**src/pkg/adcc_pkg.sv**
```systemverilog
// adcc_pkg: register map, field positions and timing of the converter control
package adcc_pkg;

  // =====================================================
  // bus geometry
  localparam int ADDR_W = 4;
  localparam int DATA_W = 32;
  localparam int REG_W = 8;

  // =====================================================
  // register byte addresses
  localparam logic [ADDR_W-1:0] CTRL_ADDR = 4'h0;
  localparam logic [ADDR_W-1:0] RESULT_ADDR = 4'h4;
  localparam logic [ADDR_W-1:0] STATUS_ADDR = 4'h8;

  // =====================================================
  // adc_control_status field positions
  localparam int CHAN_LO_BIT = 0;
  localparam int CHAN_HI_BIT = 1;
  localparam int TIME_SEL_BIT = 2;
  localparam int BUSY_BIT = 3;
  localparam int DONE_BIT = 4;
  localparam int EXT_EN_BIT = 5;
  localparam int REF_OFF_BIT = 6;
  localparam int CHAN_W = 2;

  // status register field positions
  localparam int STATE_LO_BIT = 0;
  localparam int SAMPLING_BIT = 2;

  // =====================================================
  // reset values
  localparam logic [CHAN_W-1:0] CHAN_RESET = 2'h0;
  localparam logic [REG_W-1:0] RESULT_RESET = 8'h00;
  localparam logic [DATA_W-1:0] RDATA_RESET = 32'h0000_0000;

  // =====================================================
  // conversion timing, in machine cycles (one clk each)
  localparam int CNT_W = 6;
  localparam logic [CNT_W-1:0] SAMPLE_CYCLES = 6'h06;
  localparam logic [CNT_W-1:0] CONV_SHORT_CYCLES = 6'h18;
  localparam logic [CNT_W-1:0] CONV_LONG_CYCLES = 6'h30;
  localparam logic [CNT_W-1:0] CNT_ONE = 6'h01;
  localparam logic [CNT_W-1:0] CNT_ZERO = 6'h00;

  // =====================================================
  // conversion phases
  typedef enum logic [1:0] {
    ADCC_IDLE,
    ADCC_SAMPLE,
    ADCC_CONVERT
  } adcc_state_type;

endpackage : adcc_pkg

```
**src/logic/adcc_conversion_control.sv**
```systemverilog
// adcc_conversion_control: control/status register and sequencing of the 8-bit converter
// Function
// - pin start honoured only with external enable set
// - setting start bit begins selected-input conversion
// - start bit reads one while busy
// - end clears start bit and sets done on the same edge
// - both-set state never occurs
// - software cannot clear the start bit
// - done set by hardware, cleared by software
// - starts ignored while converting
// - starts ignored while result pending
// - start only when done and busy clear
// - time select picks 24 or 48 cycles
// - first six cycles sample the input
// - channel field picks one of four inputs
// - channel writable only when fully idle
// - power-off bit cuts the reference network
// - conversion runs on while CPU idles
// - result register frozen while done set
// - power-down aborts; pending result kept
`timescale 1ns/1ns
module adcc_conversion_control
  import adcc_pkg::*;
(
  // clock and reset
  input wire logic clk,
  input wire logic rst,

  // avalon-mm slave
  input wire logic [adcc_pkg::ADDR_W-1:0] address,
  input wire logic read,
  input wire logic write,
  input wire logic [adcc_pkg::DATA_W-1:0] writedata,
  input wire logic [3:0] byteenable,
  output logic [adcc_pkg::DATA_W-1:0] readdata,
  output logic waitrequest,

  // external start pin
  input wire logic extStartPin,

  // system power state
  input wire logic powerDownMode,

  // analog core and input multiplexer
  input wire logic [adcc_pkg::REG_W-1:0] coreResult,
  output logic [adcc_pkg::CHAN_W-1:0] muxSelect,
  output logic referencePowerOff,
  output logic sampleEnable,
  output logic convertActive,

  // completion request towards the interrupt controller
  output logic conversionDone
);

  import adcc_pkg::*;

  // =====================================================
  // register state
  logic [CHAN_W-1:0] channelSelect_r;
  logic convTimeSelect_r;
  logic startBusy_r;
  logic conversionDoneFlag_r;
  logic extStartEnable_r;
  logic referencePowerOff_r;
  logic [REG_W-1:0] conversionResult_r;
  adcc_state_type state_r;
  adcc_state_type state_nxt;

  // bus state
  logic waitReq_r;
  logic [DATA_W-1:0] readData_r;

  // =====================================================
  // internal nets
  logic busAccept;
  logic ctrlWrite;
  logic swStart;
  logic extEvent;
  logic extStart;
  logic converterFree;
  logic startGo;
  logic samplePhase;
  logic lastCycle;
  logic convEnd;
  logic convAbort;
  logic longSelNow;
  logic [REG_W-1:0] ctrlImage;
  logic [REG_W-1:0] statusImage;
  logic [DATA_W-1:0] readMux;

  // =====================================================
  // avalon-mm handshake
  // one wait cycle per access keeps readdata a plain register
  always_ff @(posedge clk or posedge rst) begin
    if (rst) begin
      waitReq_r <= 1'b1;
    end else if ((read | write) & waitReq_r) begin
      waitReq_r <= 1'b0;
    end else begin
      waitReq_r <= 1'b1;
    end
  end

  assign busAccept = (read | write) & ~waitReq_r;
  assign ctrlWrite = write & busAccept & (address == CTRL_ADDR) & byteenable[0];

  // =====================================================
  // read images
  always_comb begin
    ctrlImage = '0;
    ctrlImage[CHAN_HI_BIT:CHAN_LO_BIT] = channelSelect_r;
    ctrlImage[TIME_SEL_BIT] = convTimeSelect_r;
    ctrlImage[BUSY_BIT] = startBusy_r;
    ctrlImage[DONE_BIT] = conversionDoneFlag_r;
    ctrlImage[EXT_EN_BIT] = extStartEnable_r;
    ctrlImage[REF_OFF_BIT] = referencePowerOff_r;
  end

  always_comb begin
    statusImage = '0;
    statusImage[STATE_LO_BIT+1:STATE_LO_BIT] = state_r;
    statusImage[SAMPLING_BIT] = samplePhase;
  end

  // unmapped addresses read zero and ignore writes
  always_comb begin
    readMux = '0;
    unique case (address)
      CTRL_ADDR: readMux[REG_W-1:0] = ctrlImage;
      RESULT_ADDR: readMux[REG_W-1:0] = conversionResult_r;
      STATUS_ADDR: readMux[REG_W-1:0] = statusImage;
      default: readMux = '0;
    endcase
  end

  // captured in the wait cycle, held through the accepting cycle
  always_ff @(posedge clk or posedge rst) begin
    if (rst) begin
      readData_r <= RDATA_RESET;
    end else if (read & waitReq_r) begin
      readData_r <= readMux;
    end
  end

  // =====================================================
  // start sources
  adcc_start_sync u_start_sync (
    .clk(clk),
    .rst(rst),
    .pinIn(extStartPin),
    .riseEvent(extEvent)
  );

  assign swStart = ctrlWrite & writedata[BUSY_BIT];
  assign extStart = extEvent & extStartEnable_r;
  // both flags clear and not being put to sleep
  assign converterFree = ~startBusy_r & ~conversionDoneFlag_r & ~powerDownMode;
  // requests seen while busy or pending are simply lost
  assign startGo = (swStart | extStart) & converterFree;

  // time select written in the same access applies to that start
  assign longSelNow = ctrlWrite ? writedata[TIME_SEL_BIT] : convTimeSelect_r;

  // =====================================================
  // conversion timer
  // runs on the peripheral clock, so a halted cpu does not stop it
  adcc_conv_timer u_conv_timer (
    .clk(clk),
    .rst(rst),
    .startPulse(startGo),
    .abortReq(convAbort),
    .longSel(longSelNow),
    .samplePhase(samplePhase),
    .lastCycle(lastCycle)
  );

  assign convAbort = powerDownMode & startBusy_r;
  assign convEnd = lastCycle & startBusy_r & ~powerDownMode;

  // =====================================================
  // phase tracking
  always_comb begin
    state_nxt = state_r;
    unique case (state_r)
      ADCC_IDLE: begin
        if (startGo) begin
          state_nxt = ADCC_SAMPLE;
        end
      end
      ADCC_SAMPLE: begin
        if (convAbort) begin
          state_nxt = ADCC_IDLE;
        end else if (~samplePhase) begin
          state_nxt = ADCC_CONVERT;
        end
      end
      ADCC_CONVERT: begin
        if (convAbort | convEnd) begin
          state_nxt = ADCC_IDLE;
        end
      end
      default: state_nxt = ADCC_IDLE;
    endcase
  end

  always_ff @(posedge clk or posedge rst) begin
    if (rst) begin
      state_r <= ADCC_IDLE;
    end else begin
      state_r <= state_nxt;
    end
  end

  // =====================================================
  // start/busy bit
  // busy and done change on the same edge, so the both-set
  // state never appears at all
  always_ff @(posedge clk or posedge rst) begin
    if (rst) begin
      startBusy_r <= 1'b0;
    end else if (convEnd | convAbort) begin
      startBusy_r <= 1'b0;
    end else if (startGo) begin
      startBusy_r <= 1'b1;
    end
    // a written zero is never looked at here
  end

  // =====================================================
  // completion flag
  // hardware set wins over a software clear in the same cycle
  always_ff @(posedge clk or posedge rst) begin
    if (rst) begin
      conversionDoneFlag_r <= 1'b0;
    end else if (convEnd) begin
      conversionDoneFlag_r <= 1'b1;
    end else if (ctrlWrite & ~writedata[DONE_BIT]) begin
      conversionDoneFlag_r <= 1'b0;
    end
  end

  // =====================================================
  // result register
  // only loaded at an end, which cannot occur while done is set
  always_ff @(posedge clk or posedge rst) begin
    if (rst) begin
      conversionResult_r <= RESULT_RESET;
    end else if (convEnd) begin
      conversionResult_r <= coreResult;
    end
  end

  // =====================================================
  // channel select
  always_ff @(posedge clk or posedge rst) begin
    if (rst) begin
      channelSelect_r <= CHAN_RESET;
    end else if (ctrlWrite & ~startBusy_r & ~conversionDoneFlag_r) begin
      channelSelect_r <= writedata[CHAN_HI_BIT:CHAN_LO_BIT];
    end
  end

  // =====================================================
  // plain control bits
  always_ff @(posedge clk or posedge rst) begin
    if (rst) begin
      convTimeSelect_r <= 1'b0;
      extStartEnable_r <= 1'b0;
      referencePowerOff_r <= 1'b0;
    end else if (ctrlWrite) begin
      convTimeSelect_r <= writedata[TIME_SEL_BIT];
      extStartEnable_r <= writedata[EXT_EN_BIT];
      referencePowerOff_r <= writedata[REF_OFF_BIT];
    end
  end

  // =====================================================
  // core-facing outputs, all registered
  always_ff @(posedge clk or posedge rst) begin
    if (rst) begin
      sampleEnable <= 1'b0;
    end else begin
      sampleEnable <= samplePhase & ~convAbort;
    end
  end

  // mux code maps straight to input 0..3
  assign muxSelect = channelSelect_r;
  assign referencePowerOff = referencePowerOff_r;
  assign convertActive = startBusy_r;
  assign conversionDone = conversionDoneFlag_r;
  assign readdata = readData_r;
  assign waitrequest = waitReq_r;

endmodule : adcc_conversion_control

```
**src/logic/adcc_start_sync.sv**
```systemverilog
// adcc_start_sync: two-stage synchroniser and rising-edge detector for the start pin
`timescale 1ns/1ns
module adcc_start_sync (
  // clock and reset
  input wire logic clk,
  input wire logic rst,
  // asynchronous pin
  input wire logic pinIn,
  // one-cycle event
  output logic riseEvent
);

  // =====================================================
  // synchroniser
  logic meta_r;
  logic sync_r;
  logic prev_r;

  always_ff @(posedge clk or posedge rst) begin
    if (rst) begin
      meta_r <= 1'b0;
      sync_r <= 1'b0;
      prev_r <= 1'b0;
    end else begin
      meta_r <= pinIn;
      sync_r <= meta_r;
      prev_r <= sync_r;
    end
  end

  // one event per low-to-high transition
  assign riseEvent = sync_r & ~prev_r;

endmodule : adcc_start_sync

```
**src/logic/adcc_conv_timer.sv**
```systemverilog
// adcc_conv_timer: cycle counter for the sampling and conversion phases
`timescale 1ns/1ns
module adcc_conv_timer
  import adcc_pkg::*;
(
  // clock and reset
  input wire logic clk,
  input wire logic rst,
  // control
  input wire logic startPulse,
  input wire logic abortReq,
  input wire logic longSel,
  // phase outputs
  output logic samplePhase,
  output logic lastCycle
);

  // =====================================================
  // counter
  logic running_r;
  logic [CNT_W-1:0] cnt_r;
  logic [CNT_W-1:0] len_r;

  always_ff @(posedge clk or posedge rst) begin
    if (rst) begin
      running_r <= 1'b0;
      cnt_r <= CNT_ZERO;
      len_r <= CONV_SHORT_CYCLES;
      samplePhase <= 1'b0;
    end else if (abortReq) begin
      running_r <= 1'b0;
      cnt_r <= CNT_ZERO;
      samplePhase <= 1'b0;
    end else if (startPulse) begin
      running_r <= 1'b1;
      cnt_r <= CNT_ZERO;
      len_r <= longSel ? CONV_LONG_CYCLES : CONV_SHORT_CYCLES;
      samplePhase <= 1'b1;
    end else if (running_r) begin
      cnt_r <= cnt_r + CNT_ONE;
      if (cnt_r == SAMPLE_CYCLES - CNT_ONE) begin
        samplePhase <= 1'b0;
      end
      if (lastCycle) begin
        running_r <= 1'b0;
      end
    end
  end

  // sampling is counted inside the total length
  assign lastCycle = running_r & (cnt_r == len_r - CNT_ONE);

endmodule : adcc_conv_timer

```
**config.mk**
```make
export PLATFORM = sky130hd
export DESIGN_NAME = adcc_conversion_control
export DESIGN_NICKNAME = d
export VERILOG_FILES = /design/src/pkg/adcc_pkg.sv /design/src/logic/adcc_conversion_control.sv /design/src/logic/adcc_start_sync.sv /design/src/logic/adcc_conv_timer.sv
export SDC_FILE = /design/constraint.sdc
export NUM_CORES = 1
export LEC_CHECK = 0
export ABC_AREA = 1
export BUFFER_PORTS_ARGS = -buffer_cell sky130_fd_sc_hd__buf_2
export CAP_MARGIN = 20
export CORE_MARGIN = 8
export CORE_UTILIZATION = 45
export CTS_BUF_LIST = sky130_fd_sc_hd__clkbuf_8
export CTS_CLUSTER_DIAMETER = 100
export DETAILED_ROUTE_END_ITERATION = 16
export GPL_TIMING_DRIVEN = 1
export PLACE_DENSITY = 0.89
export SETUP_SLACK_MARGIN = 0.02
export SYNTH_ARGS = -nofsm -noshare
export SYNTH_HDL_FRONTEND = slang
export SYNTH_SLANG_ARGS = --single-unit
```
**constraint.sdc**
```tcl
create_clock -name clk -period 1.85 [get_ports clk]
set_input_delay 0.0925 -clock clk [delete_from_list [all_inputs] [get_ports clk]]
set_output_delay 0.0925 -clock clk [all_outputs]
set_load 0.02 [all_outputs]
```
* Word-level counts from Yosys, hierarchy flattened *
Cells that the tools add are included.
Widths: inputs -> output; s select.

word-level totals
  flip-flop bits (word level) = 44
  output and inout port bits = 39
  word-level logic and storage cells = 92

operators by class
  $add $sub $neg = 2
  equality and inequality tests = 9
  muxes and demuxes = 24
  bitwise gates (word level) = 30
  reductions and logical operators = 9

operators with widths
  cell                 count
  $mux 6               4
  $pmux 8 s3           1
  $and 1x1->1          20
  $mux 1               14
  $mux 2               4
  $not 1->1            7
  $add 6x1->6 const B  1
  $eq 6x3->1 const B   1
  $eq 6x6->1           1
  $pmux 2 s3           1
  $reduce_bool 3->1    2
  $sub 6x1->6 const B  1
  $eq 4x3->1 const B   1
  $eq 4x4->1 const B   1
  $logic_not 4->1      1
  $ne 2x2->1 const B   2
  $reduce_and 2->1     2
  $reduce_bool 2->1    2
  $ne 3x3->1 const B   1
  $or 1x1->1           3
  $reduce_and 3->1     1
  $eq 2x1->1 const B   1
  $eq 2x2->1 const B   1
  $logic_not 2->1      1

* Depth between registers and ports, before layout *
Gate-level depths: netlist of the first run.

  word-level depth = 10
  gate-level depth with buffers = 9
  mapped depth without buffers = 9

* Hierarchy *
Synthesis of the first run repeated with hierarchy kept, for this count alone.

second synthesis, totals
  cells, all modules = 262
  area total of the unflattened synthesis = 2072.0 µm²

by module, submodules not included
  module                   times used  cells an instance  area each (µm²)  sequential area each (µm²)
  adcc_conversion_control  1           185                1448.9           676.9
  adcc_conv_timer          1           71                 534.3            251.5
  adcc_start_sync          1           6                  88.8             75.1

* Worst setup path before layout of the first run *
Ideal clock, no wire load.

  path kind = register -> register
  start point = reg u_conv_timer.cnt_r[0]
  end point = reg conversionResult_r[0]
  library setup time = 0.121 ns
  arrival = 1.198 ns
  slack = 0.532 ns
  stages on the path, launching flop included = 8
  path buffers = 1
  clock period less this slack = 1.318 ns
  cell sequence = dfrtp_1 > ha_1 > nand2_1 > nor2_1 > nand4_4 > buf_6 > nand2_1 > o21ai_1

on the way
  cells in the longest elaborated chain, start to end = 4

RTL lines
  what                       line                            text
  from (decl)                adcc_conv_timer.sv:21           logic [CNT_W-1:0] cnt_r;
  from (signal assigned)     adcc_conv_timer.sv:40           cnt_r <= cnt_r + CNT_ONE;
  $eq 6x6->1                 adcc_conv_timer.sv:51           assign lastCycle = running_r & (cnt_r == len_r - CNT_ONE);
  $and 1x1->1                adcc_conv_timer.sv:51
  $and 1x1->1 (2 in series)  adcc_conversion_control.sv:178  assign convEnd = lastCycle & startBusy_r & ~powerDownMode;
  to (signal assigned)       adcc_conversion_control.sv:249  conversionResult_r <= coreResult;
  to (decl)                  adcc_conversion_control.sv:65   logic [REG_W-1:0] conversionResult_r;

Every way passes these cells.
A chain may end at the register's enable or synchronous reset.

* Worst setup path after layout of the first run *
  start point = reg u_conv_timer.cnt_r[0]
  end point = reg state_r[1]

on the way
  cells in the longest elaborated chain, start to end = 7

RTL lines
  what                               line                            text
  $eq 6x6->1                         adcc_conv_timer.sv:51
  $and 1x1->1                        adcc_conv_timer.sv:51
  $and 1x1->1 (2 in series)          adcc_conversion_control.sv:178
  $or 1x1->1                         adcc_conversion_control.sv:198  if (convAbort | convEnd) begin
  $ne 2x2->1 (no source line)        -
  $reduce_and 3->1 (no source line)  -
  to (signal assigned)               adcc_conversion_control.sv:210  state_r <= state_nxt;
  to (decl)                          adcc_conversion_control.sv:66   adcc_state_type state_r;

Every way passes these cells.

==> impl_metrics.yaml, run 1 <==
placement:
  dpl.cell_count: 326
  gp_congestion: 0.864
  dpl_cell_area_um2: 2220
  portBuffers: 40
  hpwlAfterDp_mm: 3.52
worst_setup_path:
  worst-r2r-setup-slack_ps: 280
  required_ps: 2050
  arrival_ps: 1770
  cp-end-kind: "register"
  r2r_cells: 8
  cp_max_fo: 19
  r2r-start: "u_conv_timer.cnt_r[0]$_DFFE_PP0P_"
  r2r-end: "state_r[1]$_DFFE_PP0P_"
  setup.worst_path.start_class: "register"
  critPathKind: "reg2reg"
timing:
  fin_crit_sh: 0.848
  setup_viol: 0
  min_period_ps: 1570
  fmaxAchievable_mhz: 638
  drv_slew: 0
  fin_skew_ps: 5.15
  rsz0062_at_grt: "no"
  finalSetupTns_ps: 0
  hold_violations: 0
global_routing:
  grt_use_total: 0.134
  antenna_found_initial: 0
  grt_pass1_vias: 1737
  grt_pass1_wl_mm: 7.67
  gr-total-overflow: 0
  grt_max_degree: 41
detailed_routing:
  wl_per_cell_um: 13.3
  dr.pass1.iters: 4
  drt_iter0_drc: 58
  remaining_drc_errors: 0
  via_count: 1635
  drt_wl_total_mm: 4.52
  vias_per_cell: 4.81
  postRouteAntennaNets: 0
pwr:
  power_density_nw_per_um2: 916
  ir_worst_vdd_mv: 0.568
  leakagePower_nw: 1.29
outcome:
  outcome: "finished, final reports clean"
cts:
  cts_tree: "done"
  clk_transition_reported_paths_ps: 80
  cts_root_buf: "clkbuf_8"
  cts_inserted_buffers: 5
  cts.sinks: 40
  post_cts_buffers: 0
  clk_latency_ps: 300
  clock_path_buffers: 2
  htreeDepth: 2
  ctsResizeCount: 0
  cts_hold_buffers: 6
floorplanning:
  dieArea_um2: 6950
  die_w_um: 83.3
  pin_count: 93
  rows: 24
  core_area_um2: 4350
  fp.dieH_um: 83.3
  start_util: 0.469
worst_hold_path:
  hold_depth: 3
  min_path_type: "in2reg"
  hold_start: "coreResult[7]"
  min_to: "conversionResult_r[7]$_DFFE_PP0P_"
layout:
  final_net_count: 343
  layout_common_cells: "nand2_1, buf_2, dfrtp_1, inv_1, conb_1"
  area_delta_synth_final_pct: 15.7
  n_antenna_cell: 0
  final_common_cell: "nand2_1"
  stdcell_count: 340
  layout-drive-gt1-share: 0.233
  fin_area_um2: 2360
logic_synthesis:
  synthArstFlopShare: 1.00
  synthesis.area_um2: 2040
  ys_types: 32
  yosysSeqAreaShare: 0.492
  ys_ff_latch: 40
  netlist_instances: 234
  synth.yosys.warnings: 0
  ys.flop_type: "dfrtp_1"
  synth_area_per_cell_um2: 8.72
  synth_edf_count: 0
flow_run:
  max_cap_violations: 0
[cells in the mapped netlist (2+ instances only)]
| cell type | instances | area, um2 |
|---|---|---|
| nand4_1 | 2 | 12.5 |
| o21ai_1 | 2 | 10.0 |
| ha_1 | 2 | 25.0 |
| inv_1 | 27 | 101 |
| nand2_2 | 3 | 18.8 |
| buf_4 | 24 | 180 |
| dfrtp_1 | 38 | 951 |
| or2_2 | 2 | 12.5 |
| o22ai_1 | 4 | 25.0 |
| o211ai_1 | 2 | 15.0 |
| a21oi_1 | 11 | 55.1 |
| xor2_1 | 3 | 26.3 |
| o21ai_2 | 2 | 17.5 |
| dfstp_2 | 2 | 52.6 |
| nor2_1 | 22 | 82.6 |
| nand2_1 | 53 | 199 |
| o21ai_0 | 8 | 40.0 |
| nand3_1 | 12 | 60.1 |
| nor2_4 | 2 | 22.5 |
[registers in the layout, indices dropped and copies added (netlist names), 2 cells and up]
name                flops
conversionResult_r      8
muxSelect               2
readdata                8
state_r                 2
u_conv_timer.cnt_r      6
u_conv_timer.len_r      2
[how the worst max path moves through the flow]
stage                                                 start                                end  slack [ps]  cells after the start
after floorplan           u_conv_timer.cnt_r[0]$_DFFE_PP0P_  conversionResult_r[0]$_DFFE_PP0P_         530                      7
after global placement    u_conv_timer.cnt_r[0]$_DFFE_PP0P_             state_r[1]$_DFFE_PP0P_         350                      8
after detailed placement  u_conv_timer.cnt_r[0]$_DFFE_PP0P_             state_r[1]$_DFFE_PP0P_         310                      8
after CTS                 u_conv_timer.cnt_r[0]$_DFFE_PP0P_             state_r[1]$_DFFE_PP0P_         290                      8
after global routing      u_conv_timer.cnt_r[0]$_DFFE_PP0P_             state_r[1]$_DFFE_PP0P_         100                      8
final                     u_conv_timer.cnt_r[0]$_DFFE_PP0P_             state_r[1]$_DFFE_PP0P_         280                      8
[cell type report]
cell class                 count  area, um2
tap                           52       65.1
clock inverter                 3       16.3
fill                         428       1990
clock buffer                   5       68.8
timing repair buffer          48        275
multi-input combinational    164        827
inverter                      28        105
sequential                    40       1000
[per-stage QoR]
step / hold slack [ps] / total power, W / worst slack (ps) / utilization
2_1_floorplan: 124 / 0.00148 / 532 / -
3_3_place_gp: 200 / 0.00158 / 352 / 0.509
4_1_cts: 17.7 / 0.00219 / 290 / 0.542
5_1_grt: 28.7 / 0.00229 / 98.1 / 0.542
3_5_place_dp: 204 / 0.00161 / 306 / 0.509
6_report: 25.7 / 0.00216 / 282 / 0.542
[power by group]
part           switching [W]  internal, W
registers           0.000103     0.000998
logic               0.000327     0.000174
clock network       0.000303     0.000258
[routing by layer]
| layer | wire [um] | vias up | track usage |
|---|---|---|---|
| li1 | - | 805 | - |
| met1 | 1850 | 770 | 0.146 |
| met2 | 2240 | 50 | 0.223 |
| met3 | 317 | 10 | 0.0576 |
| met4 | 107 | 0 | 0.0511 |
| met5 | 0 | - | 0 |
[cell families after synthesis]
group | share of synthesized area
and+or+nand+nor | 0.234
adders and majority gates | 0.0123
DFF | 0.492
AOI/OAI and AO/OA | 0.0975
buffers and inverters | 0.145
other | 0.00184
xor gates and xnor gates | 0.0172
[worst max-delay path, stage by stage, from the launching register on]
cell and delay, ps:
dfrtp_1 410, ha_1 200, nand2_1 60, nor2_1 190, nand4_4 280, nand3_1 150, nand2_1 60, nand2_1 70
inv_1 40
Power figures use the tool's default switching activity.
==> run 2: changes to the inputs <==
--- a/config.mk
+++ b/config.mk
@@ -9,12 +9,12 @@
 export BUFFER_PORTS_ARGS = -buffer_cell sky130_fd_sc_hd__buf_2
 export CAP_MARGIN = 20
 export CORE_MARGIN = 8
-export CORE_UTILIZATION = 45
+export CORE_UTILIZATION = 44
 export CTS_BUF_LIST = sky130_fd_sc_hd__clkbuf_8
 export CTS_CLUSTER_DIAMETER = 100
 export DETAILED_ROUTE_END_ITERATION = 16
 export GPL_TIMING_DRIVEN = 1
-export PLACE_DENSITY = 0.89
+export PLACE_DENSITY = 0.91
 export SETUP_SLACK_MARGIN = 0.02
 export SYNTH_ARGS = -nofsm -noshare
 export SYNTH_HDL_FRONTEND = slang
==> constraint.sdc (replaced) <==
create_clock -name clk -period 1.4 [get_ports clk]
set_input_delay 0.07 -clock clk [delete_from_list [all_inputs] [get_ports clk]]
set_output_delay 0.07 -clock clk [all_outputs]
set_load 0.02 [all_outputs]
==> run 2 against run 1 <==
The run now ends with negative hold slack left; fmax grew 16%; cell count grew 1.8%; die area grew 1.8%; critical path type unchanged.
==> impl_metrics.yaml, run 2 (synthesis results as in run 1) <==
outcome:
  outcome: "complete, but fails checks"
  violations: "negative hold slack"
worst_setup_path:
  path_cells: "ha_2 > nand2_2 > nor2_4 > nand4_4 > buf_12 > nor2_2 > a21oi_1"
  critPathKind: "reg2reg"
  startpoint: "u_conv_timer.cnt_r[0]$_DFFE_PP0P_"
  setup.worst_path.start_class: "register"
  required_ps: 1590
  r2r-end: "conversionResult_r[2]$_DFFE_PP0P_"
  worst-r2r-setup-slack_ps: 40
  cp_max_fo: 18
  critPathMaxStageDelay_ps: 370
  crit_end: "conversionResult_r[2]$_DFFE_PP0P_"
  r2r_cells: 7
  arrival_ps: 1550
  cp_slowest_cell: "dfrtp_1"
  r2r-start: "u_conv_timer.cnt_r[0]$_DFFE_PP0P_"
  cp-end-kind: "register"
detailed_routing:
  drt_wl_total_mm: 4.79
  via_count: 1655
  vias_per_cell: 4.78
  dr.pass1.iters: 4
  wl_per_cell_um: 13.8
  remaining_drc_errors: 0
  drt_iter0_drc: 54
  postRouteAntennaNets: 0
placement:
  dpl.cell_count: 330
  gp_congestion: 0.807
  portBuffers: 40
  hpwlAfterDp_mm: 3.60
floorplanning:
  die_w_um: 84.1
  start_util: 0.462
  pin_count: 93
  dieArea_um2: 7070
  rows: 24
  core_area_um2: 4410
  fp.dieH_um: 84.1
timing:
  min_period_ps: 1360
  fin_crit_sh: 0.970
  hold_slack_ps: -2.63
  setup_viol: 0
  fmaxAchievable_mhz: 737
  hold_violations: 1
  fin_skew_ps: 7.79
  drv_slew: 0
pwr:
  ir_worst_vdd_mv: 0.776
  total_power_w: 0.00296
  switchingPower_w: 0.00102
  power_density_nw_per_um2: 1200
  power.internal_w: 0.00194
  p_comb_frac: 0.254
  power.share.sequential: 0.487
  leakagePower_nw: 1.33
  netSwitchingFraction: 0.344
  pwr-share-clk: 0.259
global_routing:
  grt_pass1_vias: 1758
  grt_max_degree: 41
  use_met1: 0.147
  grt_use_total: 0.134
  grt-busiest-layer: "met2"
  antenna_found_initial: 0
  gr-total-overflow: 0
  grt_pass1_wl_mm: 7.75
  grt_util_met2: 0.226
  use_met3: 0.0488
cts:
  cts_inserted_buffers: 5
  clk_transition_reported_paths_ps: 80
  cts_tree: "done"
  cts_root_buf: "clkbuf_8"
  clock_path_buffers: 2
  clk_latency_ps: 300
  cts.sinks: 40
  htreeDepth: 2
layout:
  stdcell_count: 346
  final_common_cell: "nand2_1"
  fillers: 411
  area_delta_synth_final_pct: 21.2
  layout-drive-gt1-share: 0.289
  layout_common_cells: "nand2_1, buf_2, dfrtp_1, inv_1, conb_1"
  final_net_count: 349
  n_antenna_cell: 0
flow_run:
  max_cap_violations: 0
worst_hold_path:
  hold_depth: 3
  min_path_type: "in2reg"
-- run 2: cell type report --
cell class | instances | area (um2) | share of cell area
clock buffer | 5 | 68.8 | 0.0278
clock inverter | 3 | 18.8 | 0.00759
inverter | 28 | 105 | 0.0425
multi-input combinational | 164 | 878 | 0.355
sequential | 40 | 1000 | 0.406
tap | 52 | 65.1 | 0.0263
timing repair buffer | 54 | 333 | 0.135
-- run 2: power by group through the flow --
stage / registers (W) / clock network, W / logic, W
finish: 0.00144 / 0.000768 / 0.000753
global route: 0.00146 / 0.000835 / 0.000842
floorplan: 0.00151 / 0 / 0.000448
detailed placement: 0.00146 / 0 / 0.000702
CTS: 0.00144 / 0.000785 / 0.000722
global placement: 0.00145 / 0 / 0.000674
-- run 2: critical path: cells and delay by family (launching register included) --
family                     cells  cell delay (ps)
adders and majority gates      1              210
AOI/OAI and AO/OA              1               60
and+or+nand+nor                4              420
DFF                            1              370
buffers and inverters          1              180
-- run 2: routing by layer --
layer / wire length, um / vias up
li1: - / 815
met1: 1830 / 771
met2: 2450 / 57
met3: 400 / 12
met4: 108 / 0
met5: 0 / -
-- run 2: what timing repair did --
| item | CTS | global route |
|---|---|---|
| setup buffers | 0 | 2 |
| hold buffers | 6 | 0 |
| setup endpoints to repair | 3 | 13 |
| pin swaps | 0 | 2 |
| hold endpoints to repair | 42 | 0 |
| gates resized for setup | 1 | 13 |
-- run 2: worst min path at each step --
| stage | start | end | slack (ps) |
|---|---|---|---|
| global placement | extStartPin | u_start_sync.meta_r$_DFF_PP0_ | 180 |
| floorplan | extStartPin | u_start_sync.meta_r$_DFF_PP0_ | 100 |
| global route | writedata[6] | referencePowerOff$_DFFE_PP0N_ | 20 |
| detailed placement | extStartPin | u_start_sync.meta_r$_DFF_PP0_ | 180 |
| CTS | writedata[6] | referencePowerOff$_DFFE_PP0N_ | 1 |
| finish | writedata[6] | referencePowerOff$_DFFE_PP0N_ | -3 |
-- run 2: metrics by stage --
step	setup TNS (ps)	setup WS, ps	utilization	area (um2)	hold WS [ps]
floorplan	0	81.8	-	2130	101
global placement	0	67.0	0.512	2260	179
detailed placement	-10.5	-10.5	0.512	2260	181
CTS	0	40.4	0.546	2410	1.39
global route	-2.46	-1.55	0.560	2470	18.9
finish	0	42.6	0.560	2470	-2.63
==> run 3: changes to the inputs <==
--- a/config.mk
+++ b/config.mk
@@ -14,7 +14,7 @@
 export CTS_CLUSTER_DIAMETER = 100
 export DETAILED_ROUTE_END_ITERATION = 16
 export GPL_TIMING_DRIVEN = 1
-export PLACE_DENSITY = 0.91
+export PLACE_DENSITY = 0.79
 export SETUP_SLACK_MARGIN = 0.02
 export SYNTH_ARGS = -nofsm -noshare
 export SYNTH_HDL_FRONTEND = slang
==> run 3 against run 2 <==
The flow now finishes without violations; combinational power up 2%; global-route usage down 0.65 points; sequential share of layout area up 0.092 points; power up 5.3%; design area down 0.10%.
==> impl_metrics.yaml, run 3 (synthesis results as in run 1) <==
placement:
  portBuffers: 40
  gp_congestion: 0.838
  hpwlAfterDp_mm: 3.45
detailed_routing:
  wl_per_cell_um: 12.8
  vias_per_cell: 4.74
  drt_wl_total_mm: 4.41
  drt_iter0_drc: 57
  postRouteAntennaNets: 0
  via_count: 1631
  remaining_drc_errors: 0
  dr.pass1.iters: 4
global_routing:
  grt_pass1_wl_mm: 7.56
  gr-total-overflow: 0
  antenna_found_initial: 0
  grt_max_degree: 41
  grt_pass1_vias: 1703
  grt_use_total: 0.127
cts:
  cts.sinks: 40
  clk_transition_reported_paths_ps: 70
  clk_latency_ps: 290
  cts_root_buf: "clkbuf_8"
  cts_tree: "done"
  cts_inserted_buffers: 5
  htreeDepth: 2
  clock_path_buffers: 2
timing:
  fin_crit_sh: 0.940
  fmaxAchievable_mhz: 760
  hold_violations: 0
  finalSetupTns_ps: 0
  drv_slew: 0
  rsz0062_at_grt: "yes"
  fin_skew_ps: 5.03
  setup_viol: 0
  min_period_ps: 1320
floorplanning:
  rows: 24
  fp.dieH_um: 84.1
  dieArea_um2: 7070
  pin_count: 93
  core_area_um2: 4410
  die_w_um: 84.1
  start_util: 0.462
worst_setup_path:
  worst-r2r-setup-slack_ps: 80
  path_cells: "o21ai_1 > dlygate4sd3_1"
  required_ps: 1620
  arrival_ps: 1540
  critPathMaxStageDelay_ps: 600
  cp_slowest_cell: "dfstp_2"
  critPathKind: "reg2reg"
  r2r-start: "waitrequest$_DFF_PP1_"
  setup.worst_path.start_class: "register"
  r2r-end: "waitrequest$_DFF_PP1_"
  r2r_cells: 2
  cp_max_fo: 6
  cp-end-kind: "register"
layout:
  final_common_cell: "nand2_1"
  layout_common_cells: "nand2_1, buf_2, dfrtp_1, inv_1, conb_1"
  layout-drive-gt1-share: 0.284
  n_antenna_cell: 0
  area_delta_synth_final_pct: 21.0
  final_net_count: 347
worst_hold_path:
  min_path_type: "in2reg"
  hold_depth: 3
  hold_start: "writedata[5]"
  min_to: "extStartEnable_r$_DFFE_PP0N_"
outcome:
  outcome: "finished, final reports clean"
pwr:
  leakagePower_nw: 1.32
  power_density_nw_per_um2: 1260
  ir_worst_vdd_mv: 0.821
  total_power_w: 0.00312
flow_run:
  max_cap_violations: 0
[run 3: power by group]
part / switching, W / total [W] / leakage (nW) / internal, W
Sequential: 0.000121 / 0.00144 / 0.492 / 0.00132
Clock: 0.000393 / 0.000914 / 0.0593 / 0.000522
Combinational: 0.000486 / 0.000767 / 0.774 / 0.000281
Total: 0.000999 / 0.00312 / 1.32 / 0.00212
[run 3: layout make-up]
type | count | area [um2]
Timing Repair Buffer | 52 | 318
Clock inverter | 3 | 38.8
Multi-Input combinational cell | 164 | 870
Clock buffer | 5 | 68.8
Inverter | 28 | 105
Fill cell | 401 | 1940
Tap cell | 52 | 65.1
Sequential cell | 40 | 1000
[run 3: how the worst max path moves through the flow]
stage / cells past startpoint / slack, ps / from / end
6_report: 2 / 80 / waitrequest$_DFF_PP1_ / waitrequest$_DFF_PP1_
5_1_grt: 6 / 8 / waitrequest$_DFF_PP1_ / u_conv_timer.cnt_r[0]$_DFFE_PP0P_
4_1_cts: 6 / 50 / waitrequest$_DFF_PP1_ / u_conv_timer.cnt_r[0]$_DFFE_PP0P_
3_5_place_dp: 7 / 7 / u_conv_timer.cnt_r[0]$_DFFE_PP0P_ / conversionResult_r[3]$_DFFE_PP0P_
3_3_place_gp: 7 / 80 / u_conv_timer.cnt_r[0]$_DFFE_PP0P_ / conversionResult_r[5]$_DFFE_PP0P_
2_1_floorplan: 7 / 80 / u_conv_timer.cnt_r[0]$_DFFE_PP0P_ / conversionResult_r[0]$_DFFE_PP0P_
[run 3: per-stage QoR]
step	std cells	util	hold WS, ps	setup WS, ps	instance area [um2]
after detailed placement	330	0.512	180	6.62	2260
final	344	0.560	13.5	84.7	2470
after global routing	344	0.560	9.77	7.81	2470
after floorplan	257	-	101	81.8	2130
after CTS	344	0.550	5.74	47.4	2430
after global placement	330	0.512	180	83.8	2260
[run 3: metal layers]
metal  global-route usage  part of all wire  vias up
met4               0.0502             0.018        0
met2                0.207              0.50       42
met5                    0                 0        -
met1                0.147              0.43      766
met3               0.0498             0.052       10
li1                     -                 -      813
[run 3: critical path: cells and delay by family, from the launching register on]
kind,cells,cell delay (ps)
buf+inv,1,560
flops,1,600
compound gates,1,80
[run 3: repair_timing]
item	in CTS	in global routing
setup buffers	0	0
gates resized for setup	1	13
endpoints found under the hold margin	42	0
pin swaps	0	1
setup endpoints to repair	3	14
hold buffers	6	0
